===== config.mk =====
export PLATFORM = sky130hd
export DESIGN_NAME = touch_power_filter
export DESIGN_NICKNAME = d
export VERILOG_FILES = /design/src/hdl/touch_pkg.sv /design/src/hdl/touch_power_filter.sv /design/src/hdl/byte_fifo.sv
export SDC_FILE = /design/constraint.sdc
export NUM_CORES = 1
export LEC_CHECK = 0
export ABC_AREA = 1
export CORE_ASPECT_RATIO = 0.5
export CORE_UTILIZATION = 60
export DETAILED_ROUTE_END_ITERATION = 10
export DONT_BUFFER_PORTS = 1
export PLACE_DENSITY = 0.85
export SYNTH_ARGS = -nofsm -noshare
export SYNTH_HDL_FRONTEND = slang
export SYNTH_SLANG_ARGS = --single-unit
export TNS_END_PERCENT = 50

===== constraint.sdc =====
create_clock -name core_clk -period 12.64 [get_ports core_clk]
set_clock_uncertainty 0.2 [all_clocks]
set_input_delay 0.632 -clock core_clk [delete_from_list [all_inputs] [get_ports core_clk]]
set_output_delay 0.632 -clock core_clk [all_outputs]
set_load 0.02 [all_outputs]

===== src/hdl/touch_pkg.sv =====
// Shared constants and carrier types for the touch power-save and coordinate filter block
package touch_pkg;
  localparam int COORD_W = 10;
  localparam int ACC_W = 15;
  localparam logic [7:0] CMD_TOGGLE_SPD = 8'ha2;
  localparam logic [7:0] CMD_WAKE = 8'ha7;
  localparam logic [7:0] CMD_SHUTDOWN = 8'ha8;
  localparam logic [7:0] REPLY_ACK = 8'hca;
  localparam logic [7:0] HDR_PRESSURE = 8'h90;
  localparam logic [7:0] HDR_NO_PRESSURE = 8'h80;
  localparam logic [5:0] DEF_SAMPLES = 6'h08;
  localparam logic [5:0] DEF_MAX_DELTA = 6'h08;
  localparam logic [5:0] DEF_FOCUS = 6'h04;
  localparam logic DEF_SPD_ENABLE = 1'b1;
  localparam logic [2:0] DEF_SHIFT = 3'h3;
  localparam logic [2:0] SYNC_RESET = 3'h3;
  localparam int HI_LSB = 3;
  localparam logic [2:0] LEN_REPORT_Z = 3'h5;
  localparam logic [2:0] LEN_REPORT = 3'h4;
  localparam logic [2:0] LEN_ACK_VALUE = 3'h2;
  localparam logic [2:0] LEN_ACK = 3'h1;
  localparam int MSG_MAX = 5;
  localparam int FIFO_DEPTH = 8;
  localparam int CLK_PERIOD_NS = 100;
  localparam int IDLE_TIME_US = 10000;
  localparam int IDLE_CYCLES = IDLE_TIME_US * 1000 / CLK_PERIOD_NS;
  typedef struct packed {
    logic [COORD_W-1:0] x;
    logic [COORD_W-1:0] y;
    logic [COORD_W-1:0] z;
  } coord_type;
  typedef struct packed {
    logic [5:0] samples;
    logic [5:0] max_delta;
    logic [5:0] focus;
    logic pressure_en;
  } cfg_type;
endpackage


===== src/hdl/touch_power_filter.sv =====
// Power-save sequencing, oversampling, delta and focus filtering, report framing
module touch_power_filter #(
  parameter int IDLE_CYCLES = touch_pkg::IDLE_CYCLES,
  parameter int FIFO_DEPTH = touch_pkg::FIFO_DEPTH
) (
  input wire logic core_clk, // 10 MHz core clock
  input wire logic reset_n, // Synchronous reset, active low
  input wire logic touch_pin, // Panel touch detect, asynchronous
  input wire logic standby_req_n_pin, // Standby request pin, low holds standby
  input wire logic rx_line_pin, // Raw serial receive line, idle high
  input wire logic rx_valid, // Received byte strobe from the UART
  input wire logic [7:0] rx_byte, // Received byte
  input wire logic raw_valid, // One raw conversion of all axes
  input wire touch_pkg::coord_type raw_sample, // Raw conversion values
  input wire touch_pkg::cfg_type cfg, // Sample count, max delta, focus, pressure
  input wire logic out_ready, // Transmitter takes a byte
  output logic out_valid, // Byte waiting for the transmitter
  output logic [7:0] out_byte, // Byte to transmit
  output logic flush_pulse, // Clears the UART receive and transmit buffers
  output logic osc_run, // Oscillator enable, low in standby
  output logic led_out, // Indicator, high in standby
  output logic spd_enabled // Self power-down enable state
);
  typedef enum logic [2:0] {PS_RUN, PS_SELF, PS_CMD, PS_PIN, PS_FLUSH} pstate_type;
  localparam int CW = touch_pkg::COORD_W;
  localparam int SW = touch_pkg::ACC_W;

  pstate_type state_reg, state_next;
  logic [2:0] meta_reg, sync_reg;
  logic touch, sb_n, rx_act;
  logic spd_reg, shut_pend_reg, ack_pend_reg, ack_value_reg;
  logic [31:0] idle_reg;
  logic osc_reg, led_reg, flush_reg;
  logic run, cmd_ok, shut_go, idle_done;
  logic [2:0] shift;
  logic [5:0] smp_cnt_reg;
  logic [touch_pkg::ACC_W-1:0] acc_reg [3];
  logic [touch_pkg::ACC_W-1:0] sum [3];
  logic avg_valid_reg, rep_valid_reg;
  touch_pkg::coord_type avg_reg, rep_reg;
  logic [1:0] hist_reg;
  logic [CW-1:0] h1_reg [2], h2_reg [2], ref_reg [2];
  logic [1:0] near_ok, far;
  logic accept, refocus;
  logic [7:0] msg_reg [touch_pkg::MSG_MAX];
  logic [2:0] len_reg, idx_reg;
  logic busy, load_ack, load_rep, fifo_in_ready, fifo_empty;

  // Pins are two-flop synchronised; only sync_reg feeds logic
  always_ff @(posedge core_clk) begin
    if (!reset_n) begin
      meta_reg <= touch_pkg::SYNC_RESET;
      sync_reg <= touch_pkg::SYNC_RESET;
    end else begin
      meta_reg <= {touch_pin, standby_req_n_pin, rx_line_pin};
      sync_reg <= meta_reg;
    end
  end
  assign touch = sync_reg[2];
  assign sb_n = sync_reg[1];
  assign rx_act = !sync_reg[0];

  assign run = state_reg == PS_RUN;
  assign cmd_ok = run && sb_n && rx_valid;
  // Shutdown waits for its acknowledge to leave before the clock is stopped
  assign shut_go = shut_pend_reg && !busy && !ack_pend_reg && fifo_empty;
  assign idle_done = spd_reg && (idle_reg >= 32'(IDLE_CYCLES - 1));

  always_comb begin
    state_next = state_reg;
    if (!sb_n) begin
      state_next = PS_PIN;
    end else begin
      unique case (state_reg)
        PS_RUN: begin
          if (shut_go) begin
            state_next = PS_CMD;
          end else if (idle_done) begin
            state_next = PS_SELF;
          end
        end
        PS_SELF: begin
          if (touch || rx_act) begin
            state_next = PS_RUN;
          end
        end
        PS_CMD: begin
          if ((rx_valid && rx_byte == touch_pkg::CMD_WAKE) || (spd_reg && touch)) begin
            state_next = PS_FLUSH;
          end
        end
        PS_PIN: state_next = PS_FLUSH;
        PS_FLUSH: state_next = PS_RUN;
      endcase
    end
  end

  always_ff @(posedge core_clk) begin
    if (!reset_n) begin
      state_reg <= PS_RUN;
      osc_reg <= 1'b1;
      led_reg <= 1'b0;
      flush_reg <= 1'b0;
    end else begin
      state_reg <= state_next;
      osc_reg <= state_next inside {PS_RUN, PS_FLUSH};
      led_reg <= state_next inside {PS_SELF, PS_CMD, PS_PIN};
      flush_reg <= state_next == PS_FLUSH;
    end
  end

  // Inactivity timer; a long default, shorten IDLE_CYCLES in simulation
  always_ff @(posedge core_clk) begin
    if (!reset_n || !run || touch || rx_act || rx_valid) begin
      idle_reg <= '0;
    end else if (!idle_done) begin
      idle_reg <= idle_reg + 32'h1;
    end
  end

  always_ff @(posedge core_clk) begin
    if (!reset_n) begin
      spd_reg <= touch_pkg::DEF_SPD_ENABLE;
      shut_pend_reg <= 1'b0;
      ack_pend_reg <= 1'b0;
      ack_value_reg <= 1'b0;
    end else begin
      if (cmd_ok && rx_byte == touch_pkg::CMD_TOGGLE_SPD) begin
        spd_reg <= !spd_reg;
      end
      if (cmd_ok && rx_byte == touch_pkg::CMD_SHUTDOWN) begin
        shut_pend_reg <= 1'b1;
      end else if (!run) begin
        shut_pend_reg <= 1'b0;
      end
      if (cmd_ok && (rx_byte == touch_pkg::CMD_TOGGLE_SPD || rx_byte == touch_pkg::CMD_SHUTDOWN)) begin
        ack_pend_reg <= 1'b1;
        ack_value_reg <= rx_byte == touch_pkg::CMD_TOGGLE_SPD;
      end else if (load_ack || state_reg == PS_FLUSH) begin
        ack_pend_reg <= 1'b0;
      end
    end
  end

  // Oversampling: sum 2^shift conversions, then shift back down
  always_comb begin
    unique case (cfg.samples)
      6'h01: shift = 3'h0;
      6'h02: shift = 3'h1;
      6'h04: shift = 3'h2;
      6'h08: shift = 3'h3;
      6'h10: shift = 3'h4;
      6'h20: shift = 3'h5;
      default: shift = touch_pkg::DEF_SHIFT;
    endcase
  end
  assign sum[0] = acc_reg[0] + SW'(raw_sample.x);
  assign sum[1] = acc_reg[1] + SW'(raw_sample.y);
  assign sum[2] = acc_reg[2] + SW'(raw_sample.z);

  always_ff @(posedge core_clk) begin
    if (!reset_n || !run) begin
      smp_cnt_reg <= '0;
      acc_reg <= '{default: '0};
      avg_valid_reg <= 1'b0;
      avg_reg <= '0;
    end else begin
      avg_valid_reg <= 1'b0;
      if (raw_valid) begin
        if (smp_cnt_reg >= (6'h1 << shift) - 6'h1) begin
          smp_cnt_reg <= '0;
          acc_reg <= '{default: '0};
          avg_valid_reg <= 1'b1;
          avg_reg.x <= CW'(sum[0] >> shift);
          avg_reg.y <= CW'(sum[1] >> shift);
          avg_reg.z <= CW'(sum[2] >> shift);
        end else begin
          smp_cnt_reg <= smp_cnt_reg + 6'h1;
          acc_reg <= sum;
        end
      end
    end
  end

  // Per-axis prediction, delta check, focus comparison and history
  for (genvar a = 0; a < 2; a++) begin : g_axis
    logic signed [CW+2:0] pred, dev, fdev;
    logic [CW-1:0] cur;
    assign cur = (a == 0) ? avg_reg.x : avg_reg.y;
    // Doubling by a shift widens the prediction three bits beyond its CW-bit history operands
    assign pred = $signed({2'b00, h1_reg[a], 1'b0}) - $signed({3'b000, h2_reg[a]});
    assign dev = $signed({3'b000, cur}) - pred;
    assign fdev = $signed({3'b000, cur}) - $signed({3'b000, ref_reg[a]});
    assign near_ok[a] = (hist_reg < 2'h2) || ((dev < 0 ? -dev : dev) <= $signed({7'h0, cfg.max_delta}));
    assign far[a] = (fdev < 0 ? -fdev : fdev) >= $signed({7'h0, cfg.focus});
    always_ff @(posedge core_clk) begin
      if (!reset_n || !run) begin
        h1_reg[a] <= '0;
        h2_reg[a] <= '0;
        ref_reg[a] <= '0;
      end else if (avg_valid_reg) begin
        h1_reg[a] <= cur;
        h2_reg[a] <= h1_reg[a];
        if (accept && refocus) begin
          ref_reg[a] <= cur;
        end
      end
    end
  end
  assign accept = &near_ok;
  assign refocus = (cfg.focus == '0) || (|far);

  always_ff @(posedge core_clk) begin
    if (!reset_n || !run) begin
      hist_reg <= '0;
      rep_valid_reg <= 1'b0;
      rep_reg <= '0;
    end else begin
      rep_valid_reg <= avg_valid_reg && accept;
      if (avg_valid_reg) begin
        hist_reg <= (hist_reg == 2'h2) ? hist_reg : hist_reg + 2'h1;
        rep_reg <= avg_reg;
        if (!refocus) begin
          rep_reg.x <= ref_reg[0];
          rep_reg.y <= ref_reg[1];
        end
      end
    end
  end

  // Message builder; a report that finds the builder busy is dropped, acks wait
  assign busy = idx_reg != len_reg;
  assign load_ack = !busy && ack_pend_reg;
  assign load_rep = !busy && !ack_pend_reg && rep_valid_reg;

  always_ff @(posedge core_clk) begin
    if (!reset_n || state_reg == PS_FLUSH) begin
      len_reg <= '0;
      idx_reg <= '0;
      msg_reg <= '{default: '0};
    end else if (load_ack) begin
      idx_reg <= '0;
      len_reg <= ack_value_reg ? touch_pkg::LEN_ACK_VALUE : touch_pkg::LEN_ACK;
      msg_reg[0] <= touch_pkg::REPLY_ACK;
      msg_reg[1] <= {7'h0, spd_reg};
    end else if (load_rep) begin
      idx_reg <= '0;
      len_reg <= cfg.pressure_en ? touch_pkg::LEN_REPORT_Z : touch_pkg::LEN_REPORT;
      msg_reg[0] <= cfg.pressure_en ? touch_pkg::HDR_PRESSURE : touch_pkg::HDR_NO_PRESSURE;
      msg_reg[1] <= {2'b00, rep_reg.x[touch_pkg::HI_LSB-1:0], rep_reg.y[touch_pkg::HI_LSB-1:0]};
      msg_reg[2] <= {1'b0, rep_reg.x[CW-1:touch_pkg::HI_LSB]};
      msg_reg[3] <= {1'b0, rep_reg.y[CW-1:touch_pkg::HI_LSB]};
      msg_reg[4] <= {1'b0, rep_reg.z[CW-1:touch_pkg::HI_LSB]};
    end else if (busy && fifo_in_ready) begin
      idx_reg <= idx_reg + 3'h1;
    end
  end

  byte_fifo #(.WIDTH(8), .DEPTH(FIFO_DEPTH)) u_tx_fifo (
    .clk(core_clk),
    .reset_n(reset_n),
    .flush(state_reg == PS_FLUSH),
    .in_valid(busy),
    .in_data(msg_reg[idx_reg]),
    .in_ready(fifo_in_ready),
    .out_valid(out_valid),
    .out_data(out_byte),
    .out_ready(out_ready),
    .empty(fifo_empty)
  );

  assign flush_pulse = flush_reg;
  assign osc_run = osc_reg;
  assign led_out = led_reg;
  assign spd_enabled = spd_reg;
endmodule // touch_power_filter


===== src/hdl/byte_fifo.sv =====
// Byte FIFO with a registered read stage, standing in the serial transmit path
module byte_fifo #(
  parameter int WIDTH = 8,
  parameter int DEPTH = 8
) (
  input wire logic clk, // Core clock
  input wire logic reset_n, // Synchronous reset, active low
  input wire logic flush, // Drops all contents
  input wire logic in_valid, // Write request
  input wire logic [WIDTH-1:0] in_data, // Write data
  output logic in_ready, // Space available
  output logic out_valid, // Read data present
  output logic [WIDTH-1:0] out_data, // Read data
  input wire logic out_ready, // Reader takes the word
  output logic empty // Nothing stored at all
);
  localparam int AW = $clog2(DEPTH);
  localparam int CW = $clog2(DEPTH + 1);
  logic [WIDTH-1:0] mem_reg [DEPTH];
  logic [AW-1:0] wr_ptr_reg;
  logic [AW-1:0] rd_ptr_reg;
  logic [CW-1:0] count_reg;
  logic out_valid_reg;
  logic [WIDTH-1:0] out_data_reg;
  logic push;
  logic pop;

  assign in_ready = count_reg != CW'(DEPTH);
  assign push = in_valid && in_ready;
  assign pop = (count_reg != '0) && (!out_valid_reg || out_ready);
  assign out_valid = out_valid_reg;
  assign out_data = out_data_reg;
  assign empty = (count_reg == '0) && !out_valid_reg;

  always_ff @(posedge clk) begin
    if (push) begin
      mem_reg[wr_ptr_reg] <= in_data;
    end
  end

  always_ff @(posedge clk) begin
    if (!reset_n || flush) begin
      wr_ptr_reg <= '0;
      rd_ptr_reg <= '0;
      count_reg <= '0;
    end else begin
      if (push) begin
        wr_ptr_reg <= (wr_ptr_reg == AW'(DEPTH - 1)) ? '0 : wr_ptr_reg + 1'b1;
      end
      if (pop) begin
        rd_ptr_reg <= (rd_ptr_reg == AW'(DEPTH - 1)) ? '0 : rd_ptr_reg + 1'b1;
      end
      count_reg <= count_reg + CW'(push) - CW'(pop);
    end
  end

  // Output stage keeps the read data off the memory's combinational path
  always_ff @(posedge clk) begin
    if (!reset_n || flush) begin
      out_valid_reg <= 1'b0;
      out_data_reg <= '0;
    end else if (pop) begin
      out_valid_reg <= 1'b1;
      out_data_reg <= mem_reg[rd_ptr_reg];
    end else if (out_ready) begin
      out_valid_reg <= 1'b0;
    end
  end
endmodule // byte_fifo


==> results of run 1 <==
==> cell usage in the layout, fill, tap and decap left out, types with 36 or more instances in the layout <==
master | netlist | routed
nor2_1 | 246 | 245
dfxtp_1 | 212 | 212
nand2_1 | 652 | 652
inv_1 | 368 | 368
a21oi_1 | 227 | 227
nand3_1 | 137 | 137
o21ai_0 | 155 | 155
edfxtp_1 | 124 | 124
ha_1 | 137 | 137
nand4_1 | 45 | 45
xor2_1 | 55 | 55
nor2_2 | 35 | 36
==> final timing paths <==
| check | from | slack (ps) | cells after the start | endpoint |
|---|---|---|---|---|
| setup / recovery | cfg[16] | 6200 | 23 | avg_reg[4] |
| hold / removal | raw_valid | 50 | 3 | acc_reg[25] |
| setup reg to reg | h1_reg[0][1] | 6570 | 37 | ref_reg[1][6] |
| hold reg to reg | meta_reg[0] | 210 | 1 | sync_reg[0] |
==> metrics by stage <==
step	utilization, %	instance area (µm²)	worst slack (ps)	cells
after floorplan	-	21000	7390	2805
after global placement	61.8	21300	5930	3212
after detailed placement	61.8	21300	5710	3212
after CTS	64.6	22300	6300	3270
after global routing	64.6	22300	5560	3270
final	64.6	22300	6200	3271
==> layer usage <==
| metal | GRT usage, % | up-vias | share of wire [%] | routed length (µm) |
|---|---|---|---|---|
| li1 | - | 9233 | - | - |
| met1 | 36.4 | 8353 | 45 | 21900 |
| met2 | 45.2 | 487 | 46 | 22200 |
| met3 | 4.19 | 71 | 6.6 | 3170 |
| met4 | 5.91 | 0 | 1.8 | 879 |
| met5 | 0 | - | 0 | 0 |
==> power groups by stage <==
stage	sequential (mW)	combinational, mW	clock [mW]
5_1_grt	1.26	1.29	0.911
3_5_place_dp	1.28	1.12	0
4_1_cts	1.25	1.13	0.864
3_3_place_gp	1.27	1.09	0
6_report	1.25	1.14	0.861
2_1_floorplan	1.25	0.928	0
==> worst min-delay path: stages <==
cell and delay [ps]:
o22ai_1 60, inv_1 50, nor2_1 30
==> logic make-up (layout without fill, tap and decap cells) <==
| family | after synthesis | after routing | synth area share, % |
|---|---|---|---|
| flops | 336 | 336 | 37.9 |
| simple gates | 1220 | 1220 | 25.3 |
| buf+inv | 464 | 454 | 8.69 |
| mux | 11 | 11 | 0.524 |
| xor+xnor | 77 | 77 | 3.25 |
| compound gates | 549 | 549 | 15.2 |
| fa+ha+maj | 147 | 147 | 9.12 |
| other cells | 1 | 2 | 0.0179 |
==> layout make-up <==
| type | count | area, µm² |
|---|---|---|
| Multi-Input combinational cell | 2005 | 11200 |
| Tap cell | 475 | 594 |
| Fill cell | 2954 | 12200 |
| Inverter | 384 | 1450 |
| Clock inverter | 15 | 100 |
| Clock buffer | 39 | 808 |
| Antenna cell | 1 | 2.50 |
| Timing Repair Buffer | 16 | 130 |
| Sequential cell | 336 | 7970 |
==> results.md, run 1 <==
- WL per Instance: 14.7 µm
- Clk buf depth: 3
- CTS tree: yes
- Clock-pin slew on the worst setup and hold paths: about 70 ps
- Final Power: 3.25 mW
- Die Y: ~130 µm
- Leakage: between 9 and 10 nW
- Ys async rst share: 0%
- CTS buffer count: 29
- Buffers on Ports: 0
- Avg Inst Size Synth: roughly 7.5 µm²
- Ys Warns: 0
- Worst setup EP type: flip-flop
- Vias in the first global route: 16,700
- Worst path most repeated cell: nand2_1
- Mapped Cells: between 2,000 and 3,000
- PostCTS Resize Cnt: 0
- Net Count, Synth: between 3,000 and 4,000
- CP max stage delay: roughly 730 ps
- Critical path, cell by cell: nor2_1 > nand2_1 > nor3_4 > inv_1 > nand3_1 > nand2_1 > nor2_1 > nand2_1 > ha_1 > ha_1 > inv_1 > a21oi_1 > o21a_1 > o21a_1 > o21a_1 > o21ai_0 > nand2_1 > nand2_1 > inv_1 > nand2_1 > clkinv_1 > o211ai_1 > o21ai_0
- Hpwl dp: 35.5 mm
- Clock Sinks: between 300 and 400
- Area leader, netlist: dfxtp_1
- Hold Path Class: in2reg
- IO Pins: 78
- Clock Latency Late Sink: about 580 ps
- Die Wd: roughly 270 µm
- Least-Margin Pin Slew: ~1000 ps
- FP Rows: 48
- Total core area: 34,500 µm²
- Period utilization: roughly half
- Worst path buffer plus inverter count: 4
- Clk pwr share: between 20% and 30%
- Share of post-route cells with drive strength above 1: roughly 6.3%
- Status: finished clean
- Combinational power share: between 30% and 40%
- First DRT Iteration DRCs: 1,572
- Final setup violation count: 0
- Slew Viols, Final: 0
- # nets final: around 3,000
- Sequential share of power: 38.5%
- Worst Setup Path Type: in2reg
- Routed vias: between 15,000 and 20,000
- Largest net degree at the start of global routing: between 50 and 60
- Initial Util: between 60% and 70%
- Worst slew margin: between 30% and 40%
- Post-synthesis cell type count: 66
- Most frequent cells after synthesis: 652 x nand2_1, 368 x inv_1, 246 x nor2_1, 227 x a21oi_1, 212 x dfxtp_1
- TritonRoute pass-1 iters: 6
- CP arrival: roughly 6700 ps
- Max Clk Rate: between 150 and 200 MHz
- CP max-delay cell: nor3_4
- Post-synth EDFFs: 124
- Largest register FFs: 64
- Area contributors post-synth: dfxtp_1 20%, edfxtp_1 18%, nand2_1 12%, ha_1 8.2%, inv_1 6.6%
- Overall Global Routing Usage: approximately 27%
- Total wire length: just under 50 mm
- Initial antenna violation count: 2
- Post-CTS Hold Fix Bufs: 4
- Switching Share: 36.9%
- Synthesized cell area: roughly 21,000 µm²
- Vias/cell: ~5.5
- Post-route ant nets: 0
- Synthesis-stage register bit count: 336
- DIE AREA: between 30,000 and 40,000 µm²
- Gr ovfl total: 0
- CTS root buf: clkbuf_16
- Max H-tree Level: 1
- Primary FF master, synth: dfxtp_1
- Sw power: between 1 and 1.5 mW
- GPL Wtd Cong: 0.895
- Pwr/cell area: 146 nW/µm²
- Max Cap Viol: 0
- Worst path required time: around 13,000 ps
- Synth top area share: between 20% and 30%
- Worst-path maximum fanout: 36
- Startpoint Class: input pin
- Wire length of the first global-routing pass: slightly below 80 mm
- Cell with the most instances after synthesis: nand2_1
- Total setup buffers inserted after CTS: 0
- Internal: around 2 mW
- Post-synthesis sequential area ratio: approximately 38%
- Fin. Hold Viols: 0
- VDD IR max: 0.000112 V
- P&R area growth vs syn: 6.02%
- Post-route DRC violation count: 0
- Hold WS: between 40 and 50 ps
- Setup_tns: 0 ps
- Min cycle time layout: 6440 ps
- Unrepaired setup endpoints after global routing: no
- Delay-heaviest family, CP: simple AND/OR/NAND/NOR gates
Power figures use the tool's default switching activity.
==> run 2: changes to the inputs <==
ABC_AREA = 0   (was 1)
CORE_UTILIZATION = 59   (was 60)
PLACE_DENSITY = 0.87   (was 0.85)
clock period = 5.7 ns   (was 12.64 ns; I/O delays follow)
==> run 2 against run 1 <==
  * Die area is 0.90% lower
  * Wire length increased by 5.9%
  * First-iteration DRC count grew 5.4%
  * Flip-flop and latch count unchanged
  * Worst hold slack worse by 25 ps
  * Synthesized cell count decreased by 17%
  * Critical path type is now reg2reg
  * Clock power up 130%
  * Cell count fell by 14%
==> results.md, run 2 <==
- Initial Util: 60.9% (about the same)
- Highest-count cells in the layout ignoring fill and taps: 266 x nand2_1, 223 x nor2_1, 211 x dfxtp_1 (was 652 x nand2_1, 368 x inv_1, 245 x nor2_1)
- Hpwl dp: 35.3 mm (was 35.5 mm)
- Period utilization: 99.6%
- Unrepaired setup endpoints after global routing: yes (was no)
- Pre-CTS WS: -105 ps (was 5710 ps)
- Primary FF master, synth: dfxtp_1 (unchanged)
- Xor and xnor area share after synthesis: 5.18% (was 3.25%)
- Delay-heaviest family, CP: compound AO/OA/AOI/OAI gates (was simple AND/OR/NAND/NOR gates)
- Synthesized cell area: 20,500 µm² (was 21,000 µm²)
- Max Cap Viol: 0 (unchanged)
- Post-synth EDFFs: 124 (unchanged)
- Ys async rst share: 0% (unchanged)
- Worst setup EP type: flip-flop (unchanged)
- Post-layout util: 67.2% (was 64.6%)
- Worst slew margin: 8.02% (was 31.4%)
- Final Power: 6.46 mW (was 3.25 mW)
- Most frequent cells after synthesis: 269 x nand2_1, 224 x nor2_1, 212 x dfxtp_1, 204 x a21oi_1, 137 x ha_1 (was 652 x nand2_1, 368 x inv_1, 246 x nor2_1, 227 x a21oi_1, 212 x dfxtp_1)
- Post-synthesis cell type count: 86 (was 66)
- Initial antenna violation count: 0 (was 2)
- # nets final: 2,551 (was 2,984)
- First DRT Iteration DRCs: 1,657 (was 1,572)
- Clock Latency Late Sink: 590 ps (was 580 ps)
- GPL Wtd Cong: 0.908 (was 0.895)
- Startpoint Class: flip-flop (was input pin)
- Share of post-route cells with drive strength above 1: 7.83% (was 6.30%)
- Cell with the most instances after synthesis: nand2_1 (unchanged)
- Clock Sinks: 336 (unchanged)
- Vias in the first global route: 16,200 (was 16,700)
- Overall Global Routing Usage: 27.5% (was 26.8%)
- Leakage: 9.09 nW (was 9.69 nW)
- Fin. Hold Viols: 0 (unchanged)
- Largest net degree at the start of global routing: 62 (was 54)
- P&R area growth vs syn: 10.3% (was 6.02%)
- Die Y: 134 µm (about the same)
- CP max stage delay: 420 ps (was 730 ps)
- Status: finished clean (unchanged)
- Worst path most repeated cell: ha_1 (was nand2_1)
- Synth Area in Compound Gates: 17.2% (was 15.2%)
- Max H-tree Level: 1 (unchanged)
- Slew Viols, Final: 0 (unchanged)
- Vias/cell: 6.22 (was 5.55)
- DIE AREA: 35,500 µm² (was 35,800 µm²)
- Routed vias: 17,600 (was 18,100)
- Net Count, Synth: 2,536 (was 3,017)
- Post-route ant nets: 0 (unchanged)
- Hold WS: 24.5 ps (was 49.2 ps)
- Final setup violation count: 0 (unchanged)
- Largest family of logic cells by synthesized area: simple AND/OR/NAND/NOR gates (unchanged)
- CTS tree: yes (unchanged)
- CP max-delay cell: edfxtp_1 (was nor3_4)
- Ys Warns: 0 (unchanged)
- Post-route DRC violation count: 0 (unchanged)
- Post-synthesis sequential area ratio: 38.9% (was 37.9%)
- Synth top area share: 20.7% (was 20.2%)
- Area leader, netlist: dfxtp_1 (unchanged)
- Commonest non-fill, non-tap cell in the layout: nand2_1 (unchanged)
- CP arrival: 5780 ps (was 6690 ps)
- Total wire length: 51.0 mm (was 48.2 mm)
- Pwr/cell area: 286 nW/µm² (was 146 nW/µm²)
- FP Rows: 47 (was 48)
- Final worst slack: 20.0 ps (was 6200 ps)
- Setup_tns: 0 ps (unchanged)
- Min cycle time layout: between 5000 and 6000 ps
- Buffers on Ports: 0 (unchanged)
- Clk buf depth: 3 (unchanged)
- Worst Setup Path Type: reg2reg (was in2reg)
- Avg Inst Size Synth: 8.80 µm² (was 7.49 µm²)
- Antenna diodes: 0 (was 1)
- Worst path required time: 5800 ps (was 12,890 ps)
- Post-Synth Adder-Cell Area: 9.36% (was 9.12%)
- Mux contribution to synthesized area: 5.50% (was 0.524%)
- Least-Margin Pin Slew: 1370 ps (was 1030 ps)
- Die Wd: 265 µm (was 267 µm)
- VDD IR max: 0.000226 V (was 0.000112 V)
- Clock-pin slew on the worst setup and hold paths: 70 ps (about the same)
- WL per Instance: 18.0 µm (was 14.7 µm)
- Synthesis-stage register bit count: 336 (unchanged)
- Wire length of the first global-routing pass: 79.9 mm (was 79.3 mm)
- Fill cell count: 2,483 (was 2,954)
- Gr ovfl total: 0 (unchanged)
- CTS buffer count: 30 (was 29)
- Largest register FFs: 64 (unchanged)
- Total core area: 33,600 µm² (was 34,500 µm²)
- Worst-path maximum fanout: 6 (was 36)
- Area contributors post-synth: dfxtp_1 21%, edfxtp_1 18%, ha_1 8.4%, a21oi_1 5.0%, nand2_1 4.9% (was dfxtp_1 20%, edfxtp_1 18%, nand2_1 12%, ha_1 8.2%, inv_1 6.6%)
- Hold Path Class: in2reg (unchanged)
- TritonRoute pass-1 iters: 6 (unchanged)
- Worst path buffer plus inverter count: 4 (unchanged)
- CTS root buf: clkbuf_16 (unchanged)
- Mapped Cells: 2,324 (was 2,805)
- IO Pins: 78 (unchanged)
- Max Clk Rate: approximately 180 MHz
- Simple-gate share of the synthesized area: 19.7% (was 25.3%)
-- run 2: cell types whose count changed after synthesis, moves of 31 or more --
cell,before,now
xnor2_1,21,53
inv_1,368,121
mux2i_1,11,64
nand3_1,137,54
nand2b_1,0,42
nor2_2,35,0
a211oi_1,5,36
nand2_1,652,269
and3_1,3,62
-- run 2: final cells by class --
| class | instances | area, µm² | area share (%) |
|---|---|---|---|
| clock buffers | 42 | 806 | 3.57 |
| clock inverters | 14 | 133 | 0.587 |
| inverters | 122 | 458 | 2.03 |
| multi-input cells | 1766 | 11900 | 52.7 |
| flip-flops and latches | 336 | 7970 | 35.3 |
| well taps | 465 | 582 | 2.58 |
| repair buffers | 83 | 739 | 3.28 |
-- run 2: worst paths after layout --
path                                      from             to  slack, ps  cells after the start
worst max-delay path              h2_reg[1][1]  ref_reg[1][7]         20                     25
worst min-delay path            raw_sample[28]    acc_reg[38]         20                      4
worst max register to register    h2_reg[1][1]  ref_reg[1][7]         20                     25
worst min register to register     meta_reg[0]    sync_reg[0]        200                      1
-- run 2: stage by stage --
stage	cell area, µm²	std cells
global route	22600	2828
finish	22600	2828
floorplan	20500	2324
detailed placement	21000	2732
CTS	22300	2814
global placement	21000	2732
-- run 2: worst reg2reg max path: stages (launching register included) --
cell	delay (ps)
edfxtp_1	420
inv_1	90
ha_1	240
nor2b_4	150
o31ai_4	270
buf_6	150
nand2_1	60
ha_1	320
nor2_1	180
a211oi_2	100
o41ai_4	370
o21ai_2	130
a31oi_4	300
buf_6	150
mux2i_2	220
ha_1	270
a21o_1	200
a21oi_2	130
o21ai_2	60
a22oi_2	200
o31ai_2	90
a211oi_1	200
and4_1	270
a41oi_4	170
o21ai_4	270
clkbuf_16	200
-- run 2: cells by family after synthesis --
family	count (synthesis)
flops	336
other cells	1
mux	89
buf+inv	222
simple gates	845
compound gates	563
xor+xnor	121
fa+ha+maj	147
-- run 2: power breakdown --
part	internal [mW]	switching (mW)	leakage, nW
clock	1.04	0.941	0.445
combinational	0.753	0.985	5.70
sequential	2.59	0.140	2.95
-- run 2: repair_timing --
item,CTS,global route
endpoints found under the hold margin,122,0
gates resized for setup,7,50
cloned,0,2
setup buffers,0,12
endpoints found under the setup margin,24,41
hold buffers,26,0
pin swaps,0,39
-- run 2: layer usage --
metal / track usage [%] / vias to the layer above / part of all wire, % / routed length, µm
met2: 46.3 / 691 / 47 / 24100
met4: 8.64 / 0 / 2.8 / 1410
met3: 4.53 / 113 / 7.8 / 3960
met1: 36.4 / 8422 / 42 / 21500
met5: 0 / - / 0 / 0
li1: - / 8374 / - / -
